[config.mk]
export PLATFORM = sky130hd
export DESIGN_NAME = asp_uart
export DESIGN_NICKNAME = d
export VERILOG_FILES = /design/src/core/asp_pkg.sv /design/src/core/asp_uart.sv
export VERILOG_INCLUDE_DIRS = /design/src /design/src/core
export SDC_FILE = /design/constraint.sdc
export NUM_CORES = 1
export LEC_CHECK = 0
export ABC_CLOCK_PERIOD_IN_PS = 34500
export BUFFER_PORTS_ARGS = -buffer_cell sky130_fd_sc_hd__buf_2
export CAP_MARGIN = 30
export CELL_PAD_IN_SITES_DETAIL_PLACEMENT = 0
export CELL_PAD_IN_SITES_GLOBAL_PLACEMENT = 1
export CORE_MARGIN = 5
export CORE_UTILIZATION = 40
export CTS_CLUSTER_DIAMETER = 150
export DETAILED_ROUTE_END_ITERATION = 12
export GPL_ROUTABILITY_DRIVEN = 0
export HOLD_SLACK_MARGIN = 0.1
export PLACE_DENSITY_LB_ADDON = 0.1
export SYNTH_ARGS = -nofsm -noshare
export SYNTH_HDL_FRONTEND = slang
export SYNTH_SLANG_ARGS = --single-unit
[constraint.sdc]
create_clock -name core_clk -period 34.5 [get_ports core_clk]
set_clock_uncertainty 0.15 [all_clocks]
set_input_delay 3.45 -clock core_clk [delete_from_list [all_inputs] [get_ports core_clk]]
set_output_delay 3.45 -clock core_clk [all_outputs]
set_load 0.01 [all_outputs]
[src/core/asp_consts.svh]
// Constants for the asynchronous serial port: depths, framing, timing.
// Assumes it is included by bare name from the core sources.
`ifndef ASP_CONSTS_SVH
`define ASP_CONSTS_SVH
`define ASP_FIFO_DEPTH 16
`define ASP_WORD_W 8
`define ASP_DIV_W 16
`define ASP_OVS 16
`define ASP_MID_TICK 4'h7
`define ASP_LAST_TICK 4'hf
`define ASP_MIN_BITS 4'h5
`define ASP_CLK_HZ 250000000
`define ASP_MAX_BPS 3000000
`define ASP_MIN_DIV ((`ASP_CLK_HZ / (`ASP_OVS * `ASP_MAX_BPS)) - 1)
`define ASP_LVL_1_8 3'h0
`define ASP_LVL_1_4 3'h1
`define ASP_LVL_1_2 3'h2
`define ASP_LVL_3_4 3'h3
`define ASP_LVL_7_8 3'h4
`define ASP_TX_RST 5'h01
`define ASP_RX_RST 5'h01
`endif

[src/core/asp_pkg.sv]
// Types for the asynchronous serial port.
// Assumes asp_consts.svh is on the include path.
`include "asp_consts.svh"
package asp_pkg;
	typedef enum logic [2:0] {
		ASP_LVL_1_8 = `ASP_LVL_1_8,
		ASP_LVL_1_4 = `ASP_LVL_1_4,
		ASP_LVL_1_2 = `ASP_LVL_1_2,
		ASP_LVL_3_4 = `ASP_LVL_3_4,
		ASP_LVL_7_8 = `ASP_LVL_7_8
	} asp_lvl_t;
	typedef enum logic [1:0] {
		ASP_LEN5 = 2'h0, ASP_LEN6 = 2'h1, ASP_LEN7 = 2'h2, ASP_LEN8 = 2'h3
	} asp_len_t;
	typedef enum logic [4:0] {
		T_IDLE = 5'h01, T_START = 5'h02, T_DATA = 5'h04,
		T_PAR = 5'h08, T_STOP = 5'h10
	} asp_tx_st_t;
	typedef enum logic [4:0] {
		R_IDLE = 5'h01, R_START = 5'h02, R_DATA = 5'h04,
		R_PAR = 5'h08, R_STOP = 5'h10
	} asp_rx_st_t;
endpackage

[src/core/asp_uart.sv]
// Asynchronous serial port with transmit and receive FIFOs.
// Assumes all inputs synchronous to core_clk; configuration held steady.
`timescale 1ns/1ns
`default_nettype none
`include "asp_consts.svh"
// Function
// - Separate transmit and receive FIFOs, sixteen bytes each.
// - FIFO can shrink to one byte for double-buffered operation.
// - Trigger levels at 1/8, 1/4, 1/2, 3/4 and 7/8 of depth.
// - Five to eight data bits per character, both directions.
// - Even, odd, stick or no parity, generated and checked.
// - One or two stop bits sent per character.
// - Transmit break on demand; detect break on the receive line.
// - RTS/CTS flow control pauses the sender when receiver is full.
// - Interrupts on FIFO level crossings and end of transmission.
// - Separate DMA request lines for transmit and receive.
// - Receive single request when data present, burst at level.
// - Transmit single request when space free, burst at level.
// - Bit clock from system clock by divider, up to 3 Mbps.
module asp_uart #(
	parameter int DEPTH = `ASP_FIFO_DEPTH,
	parameter int DIV_W = `ASP_DIV_W
) (
	input wire logic core_clk,
	input wire logic rst_n,
	input wire logic [DIV_W-1:0] baud_div,
	input wire asp_pkg::asp_len_t data_len,
	input wire logic parity_en,
	input wire logic parity_even,
	input wire logic parity_stick,
	input wire logic two_stop,
	input wire logic send_break,
	input wire logic fifo_en,
	input wire logic flow_en,
	input wire asp_pkg::asp_lvl_t tx_lvl,
	input wire asp_pkg::asp_lvl_t rx_lvl,
	input wire logic [7:0] wr_data,
	input wire logic wr_en,
	input wire logic rd_en,
	input wire logic rxd,
	input wire logic cts_n,
	output logic txd,
	output logic rts_n,
	output logic tx_full,
	output logic rx_avail,
	output logic [7:0] rx_data,
	output logic parity_err,
	output logic frame_err,
	output logic break_det,
	output logic overrun,
	output logic irq_rx_level,
	output logic irq_tx_level,
	output logic irq_eot,
	output logic dma_rx_single,
	output logic dma_rx_burst,
	output logic dma_tx_single,
	output logic dma_tx_burst
);
	import asp_pkg::*;
	localparam int AW = $clog2(DEPTH);
	localparam int CW = AW + 1;
	if (DEPTH < 8 || DEPTH % 8 != 0 || (1 << AW) != DEPTH || DIV_W < 3)
		$error("asp_uart: DEPTH must be a power of two >= 8, DIV_W >= 3");
	typedef struct packed {
		logic [DIV_W-1:0] bdiv;
		logic [DEPTH-1:0][7:0] txm;
		logic [AW-1:0] twp, trp;
		logic [CW-1:0] txc;
		asp_tx_st_t tst;
		logic [3:0] ttk, tbi;
		logic [7:0] tsh;
		logic tpar, tsb, tbit;
		logic [DEPTH-1:0][7:0] rxm;
		logic [AW-1:0] rwp, rrp;
		logic [CW-1:0] rxc;
		asp_rx_st_t rst;
		logic [3:0] rtk, rbi;
		logic [7:0] rsh;
		logic rpar, rperr, rpb, rbrk;
		logic txd, rts_n, tx_full, rx_avail;
		logic [7:0] rdata;
		logic perr, ferr, brk, ovr;
		logic irq_rx, irq_tx, irq_eot;
		logic drs, drb, dts, dtb;
	} asp_state_t;
	asp_state_t s, n;
	logic [1:0] rst_sync;
	logic rst_q;
	// Level that trips burst requests and level interrupts: fill count for receive, free space for transmit
	function automatic logic [CW-1:0] lvl_count(asp_lvl_t l, logic fe);
		logic [CW-1:0] d;
		d = CW'(DEPTH);
		if (!fe)
			return CW'(1);
		case (l)
			ASP_LVL_1_8: return d >> 3;
			ASP_LVL_1_4: return d >> 2;
			ASP_LVL_1_2: return d >> 1;
			ASP_LVL_3_4: return (d >> 1) + (d >> 2);
			default: return d - (d >> 3);
		endcase
	endfunction
	// Parity bit for a given running XOR of the data
	function automatic logic par_bit(logic x, logic ev, logic st);
		return st ? !ev : (ev ? x : !x);
	endfunction
	always_ff @(posedge core_clk or negedge rst_n) begin
		if (!rst_n)
			rst_sync <= 2'h0;
		else
			rst_sync <= {rst_sync[0], 1'b1};
	end
	assign rst_q = rst_sync[1];
	logic tk, tend, rsmp, tpush, tpop, rpush, rpop;
	logic [3:0] nb;
	logic [CW-1:0] dep, thr_t, thr_r;
	logic [7:0] mask, rword;
	always_comb begin
		n = s;
		nb = `ASP_MIN_BITS + {2'h0, data_len};
		mask = 8'hff >> (4'h8 - nb);
		dep = fifo_en ? CW'(DEPTH) : CW'(1);
		thr_t = lvl_count(tx_lvl, fifo_en);
		thr_r = lvl_count(rx_lvl, fifo_en);
		tk = (s.bdiv == '0);
		n.bdiv = tk ? baud_div : s.bdiv - 1'b1;
		tend = tk && s.ttk == `ASP_LAST_TICK;
		rsmp = tk && s.rtk == `ASP_LAST_TICK;
		tpop = 1'b0;
		rpush = 1'b0;
		rword = s.rsh >> (4'h8 - nb);
		n.perr = 1'b0;
		n.ferr = 1'b0;
		n.brk = 1'b0;
		n.ovr = 1'b0;
		tpush = wr_en && s.txc < dep;
		if (tpush) begin
			n.txm[s.twp] = wr_data;
			n.twp = fifo_en ? s.twp + 1'b1 : '0;
		end
		if (tk)
			n.ttk = s.ttk + 1'b1;
		case (s.tst)
			T_IDLE: begin
				n.ttk = 4'h0;
				if (tk && s.txc != '0 && (!flow_en || !cts_n)) begin
					tpop = 1'b1;
					n.tsh = s.txm[s.trp];
					n.tpar = ^(s.txm[s.trp] & mask);
					n.trp = fifo_en ? s.trp + 1'b1 : '0;
					n.tst = T_START;
					n.tbit = 1'b0;
				end
			end
			T_START: if (tend) begin
				n.tst = T_DATA;
				n.tbi = 4'h0;
				n.tbit = s.tsh[0];
			end
			T_DATA: if (tend) begin
				if (s.tbi == nb - 1'b1) begin
					n.tsb = 1'b0;
					n.tst = parity_en ? T_PAR : T_STOP;
					n.tbit = parity_en ?
						par_bit(s.tpar, parity_even, parity_stick) : 1'b1;
				end else begin
					n.tbi = s.tbi + 1'b1;
					n.tsh = s.tsh >> 1;
					n.tbit = s.tsh[1];
				end
			end
			T_PAR: if (tend) begin
				n.tst = T_STOP;
				n.tbit = 1'b1;
			end
			T_STOP: if (tend) begin
				if (two_stop && !s.tsb)
					n.tsb = 1'b1;
				else
					n.tst = T_IDLE;
			end
			default: n.tst = T_IDLE;
		endcase
		n.txc = s.txc + CW'(tpush) - CW'(tpop);
		rpop = rd_en && s.rxc != '0;
		if (rpop)
			n.rrp = fifo_en ? s.rrp + 1'b1 : '0;
		if (tk)
			n.rtk = s.rtk + 1'b1;
		case (s.rst)
			R_IDLE: begin
				n.rtk = 4'h0;
				if (s.rbrk)
					n.rbrk = !rxd;
				else if (tk && !rxd) begin
					n.rst = R_START;
					n.rperr = 1'b0;
					n.rpb = 1'b0;
				end
			end
			R_START: if (tk && s.rtk == `ASP_MID_TICK) begin
				n.rtk = 4'h0;
				n.rst = rxd ? R_IDLE : R_DATA;
				n.rbi = 4'h0;
				n.rpar = 1'b0;
			end
			R_DATA: if (rsmp) begin
				n.rsh = {rxd, s.rsh[7:1]};
				n.rpar = s.rpar ^ rxd;
				n.rbi = s.rbi + 1'b1;
				if (s.rbi == nb - 1'b1)
					n.rst = parity_en ? R_PAR : R_STOP;
			end
			R_PAR: if (rsmp) begin
				n.rpb = rxd;
				n.rperr = rxd != par_bit(s.rpar, parity_even, parity_stick);
				n.rst = R_STOP;
			end
			R_STOP: if (rsmp) begin
				n.rst = R_IDLE;
				if (rword == 8'h00 && !s.rpb && !rxd) begin
					n.brk = 1'b1;
					n.rbrk = 1'b1;
				end else begin
					n.ferr = !rxd;
					n.perr = s.rperr;
					rpush = s.rxc < dep || rpop;
					n.ovr = !rpush;
				end
			end
			default: n.rst = R_IDLE;
		endcase
		if (rpush) begin
			n.rxm[s.rwp] = rword;
			n.rwp = fifo_en ? s.rwp + 1'b1 : '0;
		end
		n.rxc = s.rxc + CW'(rpush) - CW'(rpop);

		n.txd = !send_break && n.tbit;
		n.rts_n = flow_en && n.rxc >= dep;
		n.tx_full = n.txc >= dep;
		n.rx_avail = n.rxc != '0;
		n.rdata = n.rxm[n.rrp];
		n.irq_rx = n.rxc >= thr_r;
		n.irq_tx = dep - n.txc >= thr_t;
		n.irq_eot = n.txc == '0 && n.tst == T_IDLE;
		n.drs = n.rxc != '0;
		n.drb = n.rxc >= thr_r;
		n.dts = n.txc < dep;
		n.dtb = dep - n.txc >= thr_t;
	end

	always_ff @(posedge core_clk or negedge rst_q) begin
		if (!rst_q) begin
			s <= '0;
			s.tst <= T_IDLE;
			s.rst <= R_IDLE;
			s.tbit <= 1'b1;
			s.txd <= 1'b1;
			s.irq_tx <= 1'b1;
			s.irq_eot <= 1'b1;
			s.dts <= 1'b1;
			s.dtb <= 1'b1;
		end else
			s <= n;
	end

	assign txd = s.txd;
	assign rts_n = s.rts_n;
	assign tx_full = s.tx_full;
	assign rx_avail = s.rx_avail;
	assign rx_data = s.rdata;
	assign parity_err = s.perr;
	assign frame_err = s.ferr;
	assign break_det = s.brk;
	assign overrun = s.ovr;
	assign irq_rx_level = s.irq_rx;
	assign irq_tx_level = s.irq_tx;
	assign irq_eot = s.irq_eot;
	assign dma_rx_single = s.drs;
	assign dma_rx_burst = s.drb;
	assign dma_tx_single = s.dts;
	assign dma_tx_burst = s.dtb;
endmodule
`default_nettype wire

# == Yosys cells after proc, flatten, opt, wreduce, memory -nomap -nowiden ==
# Cells that the tools add are included.
# word_totals
ff_bits,369
output_inout_bits,23
wordCells,280
# classes
n_addsub,17
order_cmp,13
n_eq_ne,38
shift,2
mux,87
n_bitwise,2
reduce_logical,53
# op_table
op,n
128-bit bitwise mux,2
132-bit two-way mux,1
5-bit two-way mux,16
8-bit binary-select mux with 4-bit select,2
8-bit demux with 4-bit select,2
5-bit case mux with 5 select lines,2
4-bit two-way mux,12
4-bit by 1-bit adder with 4-bit output (second input constant),8
8-bit two-way mux,4
4-bit case mux with 4 select lines,2
2-bit != test (second input constant),15
13-bit two-way mux,2
12-bit two-way mux,2
4-bit case mux with 2 select lines,3
1-bit two-way mux,23
5-bit >= comparator,4
4-bit by 5-bit < comparator with 1-bit output (second input constant),4
1-bit logical AND,16
16-bit zero test,1
16-bit two-way mux,1
8-bit case mux with 2 select lines,1
16-bit by 1-bit subtractor with 16-bit output (second input constant),1
5-bit by 1-bit == test with 1-bit output (second input constant),3
5-bit < comparator,3
other kinds (40),82

# == Longest topological paths before layout ==
# Gate-level depths: netlist of the first run.
# logic_depth
ltp_word,13
depth_mapped,25
mapped_depth_nobuf,21

# == Worst setup path after synthesis of the first run ==
# OpenSTA, ideal clock, no wires.
# synth_timing
path_kind,input to register
from,input data_len[0]
to,"register s, in the netlist rts_n"
t_arrival_ns,8.036
required_time_ns,34.231
slack_ns,26.195
cell_stages,24
cell_sequence,buf_6 buf_2 inv_1 ha_1 clkbuf_1 mux4_2 a2111oi_2 o211ai_1 a211o_1 buf_6 buf_2 buf_2 nand3_1 ha_1 inv_1 ha_1 fa_1 a21oi_1 nor2_1 nor2_1 xnor2_1 ha_1 o21a_1 o21a_1
# synth_lines
item,line,source
start: declaration,asp_uart.sv:27,"input wire asp_pkg::asp_len_t data_len,"
end signal: assignment,asp_uart.sv:265,s <= n;
end: declaration,asp_uart.sv:86,"asp_state_t s, n;"

==> flow_metrics.tcl, run 1 <==
set metrics [dict create \
    stdcell_count 2338 \
    clock.fmax_mhz 120 \
    critPathCaptureType "flop" \
    synth_ff_type "dfrtp_1" \
    ant_nets 0 \
    cp.required_ps 34810 \
    worst-path-buf-inv 4 \
    numPortBuffers 67 \
    final_cell_mix "360 x dfrtp_1, 191 x mux2_2, 123 x nand2_1, 80 x o21ai_0, 71 x nor2_1" \
    drtIter0Drc 908 \
    seq_area_frac_synth_pct 49.2 \
    vias_per_cell 5.60 \
    hold_buffers 0 \
    status "finished clean" \
    nets 1797 \
    slew_viol_final 0 \
    dieArea_sq_um 51400 \
    wl_met2_um 23800 \
    track_usage_pct 19.6 \
    synthDistinctLibCells 76 \
    path_clk_slew_ps 60 \
    fillers 4356 \
    synthesis.area_sq_um 18800 \
    relSlewSlack_pct 31.0 \
    htree_num_levels 2 \
    hp-class "flop to flop" \
    die_h_um 227 \
    yosys.area_share.xor_xnor_pct 2.12 \
    synth_edf_count 0 \
    clk_latency_ps 580 \
    top_layer "met4" \
    leakage_uw 0.00979 \
    startpoint_type "input pin" \
    cts_buffers 43 \
    dp_hpwl_um 33400 \
    initial_core_util_pct 40.4 \
    synth.area.mux_share_pct 16.1 \
    dr.pass1.iters 5 \
    hold_viol 0 \
    path_delay_family "adder cells" \
    netlist_instances 1682 \
    final.setup.tns_ps 0 \
    wl_met1_um 23300 \
    wirelength_um 49800 \
    synth-compound-area-share_pct 12.6 \
    row_count 79 \
    seq_area_sq_um 9250 \
    grt_max_degree 159 \
    cts_tree "yes" \
    synthArstFlopShare_pct 100 \
    grt_pass1_vias 13400 \
    die_w_um 227 \
    overflow 0 \
    setup_viol 0 \
    rsz0062_at_grt "false" \
    clock_sinks 369 \
    path_common_cell "ha_1" \
    final_common_cell "dfrtp_1" \
    drcViolationCount 0 \
    routedWlPerCell_um 21.3 \
    cts_max_path_buffers 3 \
    min_from "rst_sync[0]" \
    io_pins 68 \
    root_buffer "clkbuf_16" \
    fin_crit_sh_pct 24.1 \
    placed_cells 2263 \
    yosys.area_share.adder_pct 3.47 \
    insertedDiodeCount 0 \
    cpPeakStageDelay_ps 680 \
    syn-num-nets 1778 \
    postCtsSetupBuffers 0 \
    peakVddDrop_mv 0.0515 \
    r2r_start "s[51]" \
    yosys_warnings 0 \
    worst_slew_pin_slew_ps 1030 \
    via_count 13100 \
    crit_chain "buf_2 > inv_1 > ha_1 > mux4_2 > a2111oi_2 > o211ai_1 > a211o_1 > buf_4 > nand3_1 > ha_1 > inv_1 > ha_1 > fa_1 > a21oi_1 > nor2_1 > nor2_1 > xnor2_1 > ha_1 > o21a_1 > o21a_1" \
    synth_area_per_cell_sq_um 11.2 \
    core_sq_um 46600 \
    multiInputGateArea_sq_um 8920 \
    cts_resized 0 \
    path_max_fanout 35 \
    syn2layout_area_growth_pct 11.2 \
    synth_top_family_by_area "multiplexers" \
    grt_pass1_wl_um 79000 \
    fin_crit_ps 8330 \
    drive_above_1_share_pct 23.3 \
    yosys.area_share.simple_pct 13.1 \
    antenna_found_initial 0 \
    power_density_nw_per_um2 64.9 \
    cpMaxStageDelayCell "ha_1" \
    drv_cap 0 \
    worstSetupStartpoint "data_len[0]" \
    total_power_uw 1360 \
    synth-seq-cells 369 \
    met3_length_um 1420 \
    path_class "input pin to flop" \
    arrival_ps 8630 \
]
per-stage QoR:
step	setup WS [ps]	util, %	area, sq um	hold slack, ps
finish	26170	44.9	20900	194
global route	25790	44.9	20900	203
CTS	26200	44.9	20900	199
detailed placement	25590	42.0	19600	189
global placement	25710	42.0	19600	187
floorplan	23320	-	18800	181
power breakdown:
group / total, uW / switching [uW] / internal, uW
registers: 539 / 38.7 / 500
logic: 376 / 211 / 165
clock network: 442 / 185 / 257
path summary, 6_finish.rpt:
check	end	slack (ps)	cells past startpoint
max reg2reg	rx_data[0]	29650	11
min	rst_sync[1]	190	0
max	rts_n	26170	20
max in group asynchronous	rst_sync[1]	31590	1
min in group asynchronous	s[283]	280	0
min reg2reg	rst_sync[1]	190	0
cell families (layout without fill, tap and decap cells):
| group | count (synthesis) | in the layout |
|---|---|---|
| AND/OR/NAND/NOR | 472 | 472 |
| flip-flops | 369 | 369 |
| AO/OA/AOI/OAI | 347 | 347 |
| multiplexers | 249 | 249 |
| buffers and inverters | 149 | 198 |
| adder cells (fa/ha/maj) | 51 | 51 |
| XOR/XNOR | 44 | 44 |
| other | 1 | 1 |
final cells by class:
class	count	area share (%)
flip-flops and latches	369	44.2
clock buffers	61	5.76
well taps	607	3.63
repair buffers	84	2.33
clock inverters	14	0.640
inverters	39	0.700
multi-input cells	1164	42.7
synth_stat cells (all sizes together), types with 4 or more instances:
cell type | count | area [sq um]
or3 | 16 | 100
and2 | 13 | 81.3
o22ai | 14 | 87.6
a31oi | 7 | 43.8
o211ai | 11 | 82.6
inv | 37 | 139
nor2 | 72 | 273
buf | 37 | 229
nor3b | 4 | 30.0
xor2 | 17 | 149
nor2b | 9 | 56.3
nor4 | 39 | 259
a22o | 6 | 52.6
o31ai | 15 | 113
nand2 | 124 | 473
a21o | 44 | 330
xnor2 | 26 | 228
nor4b | 4 | 35.0
dfrtp | 362 | 9060
a211oi | 39 | 298
o22a | 21 | 184
nand2b | 10 | 62.6
nor3 | 57 | 285
and3 | 7 | 43.8
a22oi | 12 | 90.1
dfstp | 7 | 184
o21a | 7 | 52.6
mux4 | 23 | 518
o21ai | 84 | 420
a21boi | 14 | 105
nand3 | 56 | 280
nand3b | 9 | 67.6
or2 | 16 | 100
mux2i | 34 | 340
a221oi | 15 | 131
a21oi | 39 | 195
clkbuf | 73 | 274
ha | 49 | 613
mux2 | 192 | 2170
or4 | 6 | 48.8
nand4 | 25 | 219
routing by layer:
metal,GRT usage [%],up-vias
met2,32.2,170
met3,2.49,78
met1,27.2,6590
li1,-,6245
met4,5.90,0
met5,0,-
flip-flops by register name, indices dropped and copies added (netlist names):
register and flops:
rst_sync 2, txd 1, parity_err 1, rts_n 1
dma_rx_single 1, tx_full 1, rx_data 8, break_det 1
s 347, dma_tx_burst 1, overrun 1, dma_tx_single 1
dma_rx_burst 1, frame_err 1, irq_eot 1
Note: power is estimated with default switching activity, not from simulation.
==> inputs of run 2 (changes only) <==
Settings changed: ABC_AREA set to 1, ABC_CLOCK_PERIOD_IN_PS 34500 to 8300.
Clock period 34.5 ns to 8.3 ns, I/O delays scaled along.
==> run 2 against run 1 <==
Sequential power grew to 4.2 times the previous value. Die area grew 6.5%. Combinational power grew to 4.8 times the previous value. Flip-flop and latch count is the same. Sequential share of layout area shrank 2.8 points. Clock-buffer cell count grew 6. Synthesized cell count grew 55%.
==> flow_metrics.tcl, run 2 <==
set metrics [dict create \
    status "finished clean" \
    track_usage_pct 21.5 \
    grt_pass1_vias 16400 \
    critPathCaptureType "flop" \
    synthDistinctLibCells 57 \
    antenna_found_initial 2 \
    cts_buffers 45 \
    r2r_slack_ps 2700 \
    synthTopCellsByCount "689 x nand2_1, 387 x inv_1, 362 x dfrtp_1" \
    syn-num-nets 2706 \
    die_h_um 234 \
    groute.layer.met1.usage_pct 29.3 \
    dr.pass1.iters 7 \
    synth_top_cell_by_area "dfrtp_1" \
    clk_latency_ps 580 \
    dieArea_sq_um 54800 \
    path_delay_family "simple AND/OR/NAND/NOR gates" \
    syn2layout_area_growth_pct 11.1 \
    drv_cap 0 \
    grt_max_degree 175 \
    min_to "rst_sync[1]" \
    power_density_nw_per_um2 271 \
    yosys.area.top_type_share_pct 45.1 \
    rsz0062_at_grt "false" \
    cts_tree "yes" \
    synthArstFlopShare_pct 100 \
    die_w_um 234 \
    root_buffer "clkbuf_16" \
    hold_viol 0 \
    seq_area_frac_synth_pct 46.1 \
    hp-class "flop to flop" \
    core_sq_um 49900 \
    clock_sinks 369 \
    setup_viol 0 \
    fin_crit_sh_pct 67.4 \
    startpoint_type "flop" \
    routedWlPerCell_um 17.7 \
    overflow 0 \
    busiest_layer "met2" \
    path_max_fanout 16 \
    final_cell_mix "689 x nand2_1, 387 x inv_1, 360 x dfrtp_1, 239 x nand3_1, 235 x o21ai_0" \
    r2r_start "s[354]" \
    largest-register "s" \
    cp.required_ps 8580 \
    cpPeakStageDelay_ps 840 \
    nets 2716 \
    fillers 5166 \
    synth_area_per_cell_sq_um 7.69 \
    wirelength_um 58800 \
    via_count 17100 \
    cpMaxStageDelayCell "nor4_2" \
    leakage_uw 0.0110 \
    synth-seq-cells 369 \
    io_pins 68 \
    row_count 82 \
    worst-path-buf-inv 4 \
    htree_num_levels 2 \
    dp_hpwl_um 38800 \
    numPortBuffers 67 \
    path_class "flop to flop" \
    fin_crit_ps 5600 \
    path_clk_slew_ps 60 \
    arrival_ps 5880 \
    initial_core_util_pct 40.3 \
    synthTopCellsByArea "dfrtp_1 45%, nand2_1 13%, inv_1 7.2%, nand3_1 6.0%, o21ai_0 5.9%" \
    reg2reg_depth 19 \
    drcViolationCount 0 \
    netlist_instances 2610 \
    drive_above_1_share_pct 8.06 \
    postCtsSetupBuffers 0 \
    hold_ws_ps 205 \
    final.setup.tns_ps 0 \
    cts_max_path_buffers 3 \
    grt_use_met2_pct 36.0 \
    synth_edf_count 0 \
    synthesis.area_sq_um 20100 \
    vias_per_cell 5.15 \
    min_from "rst_sync[0]" \
    grt_pass1_wl_um 93400 \
    drtIter0Drc 1143 \
    holdPathStages 0 \
    synth_ff_type "dfrtp_1" \
    regToRegEndpoint "tx_full" \
    final_common_cell "nand2_1" \
    peakVddDrop_mv 0.180 \
    clock.fmax_mhz 179 \
    worst_slew_pin_slew_ps 1060 \
    relSlewSlack_pct 29.2 \
    slew_viol_final 0 \
    crit_chain "inv_1 > ha_1 > nand2_2 > nor2_1 > nand3_2 > nor2_4 > inv_1 > nor4_2 > ha_1 > inv_1 > ha_1 > fa_1 > a21oi_1 > o21bai_1 > xor2_1 > ha_1 > nor4b_1 > a21oi_1 > inv_1" \
    largest_reg_flops 347 \
    ant_nets 0 \
    post-synth-top-count-cell "nand2_1" \
    yosys_warnings 0 \
    gr-usage-met3_pct 2.87 \
]
## run 2: cell types whose count changed after synthesis, sizes merged, moves of 23 or more
| cell | before | now |
|---|---|---|
| nand4 | 25 | 144 |
| inv | 37 | 390 |
| o21ai | 84 | 237 |
| nor2 | 72 | 148 |
| nand3 | 56 | 258 |
| mux4 | 23 | 0 |
| nand2 | 124 | 693 |
| a211oi | 39 | 2 |
| nor3 | 57 | 21 |
| a21o | 44 | 3 |
| mux2 | 192 | 4 |
| mux2i | 34 | 1 |
| nor4 | 39 | 6 |
## run 2: repair_timing
| action | in CTS | in global routing |
|---|---|---|
| resized for setup | 0 | 0 |
| hold buffers | 2 | 0 |
| hold endpoints to repair | 6 | 0 |
## run 2: metal layers
metal	part of all wire (%)	vias up
met5	0	-
met4	2.9	0
met3	4.0	78
met2	48	371
met1	45	8181
li1	-	8493
## run 2: report_power, final
part | switching (uW) | internal [uW] | total, uW
Combinational | 1180 | 627 | 1810
Clock | 789 | 1150 | 1940
Sequential | 176 | 2110 | 2290
## run 2: how the worst max path moves through the flow
stage	startpoint	end	slack [ps]	depth (start not counted)
floorplan	rst_sync[1]	break_det	2130	0
global placement	data_len[0]	dma_rx_burst	2310	21
detailed placement	data_len[0]	rts_n	2210	23
CTS	s[354]	tx_full	2640	19
global route	data_len[0]	rts_n	2270	23
finish	s[354]	tx_full	2700	19
## run 2: final cells by class
class                           instances  area, sq um  area share, %
Antenna cell                            1         2.50         0.0112
Sequential cell                       369         9250           41.5
Multi-Input combinational cell       1720         8690           39.0
Tap cell                              672          841           3.77
Inverter                              392         1470           6.60
Clock buffer                           67         1300           5.83
Timing Repair Buffer                   92          581           2.60
Clock inverter                         15          158          0.707
## run 2: cells by family (layout without fill, tap and decap cells)
kind of cell    count (synthesis)  after routing  share of synthesized area (%)
simple gates                 1282           1282                           28.7
buf+inv                       521            566                           10.8
flops                         369            369                           46.1
compound gates                353            353                           9.64
fa+ha+maj                      51             51                           3.25
xor+xnor                       28             28                           1.22
mux                             5              5                          0.274
other cells                     1              2                         0.0187
## run 2: worst reg2reg max path, cell delays in order, from the launching register on
cell,delay (ps)
dfrtp_1,370
inv_1,70
ha_1,190
nand2_2,120
nor2_1,140
nand3_2,120
nor2_4,300
inv_1,420
nor4_2,850
ha_1,230
inv_1,40
ha_1,200
fa_1,410
a21oi_1,160
o21bai_1,90
xor2_1,280
ha_1,330
nor4b_1,150
a21oi_1,740
inv_1,90
## run 2: metrics by stage
step           worst slack, ps  area [sq um]  power (uW)  utilization, %  instances
2_1_floorplan             2130         20100        3560               -       2610
3_3_place_gp              2310         20800        4110            41.6       3241
3_5_place_dp              2210         20800        4140            41.7       3242
4_1_cts                   2640         22300        6120            44.6       3326
5_1_grt                   2270         22300        6460            44.7       3327
6_report                  2700         22300        6030            44.7       3328
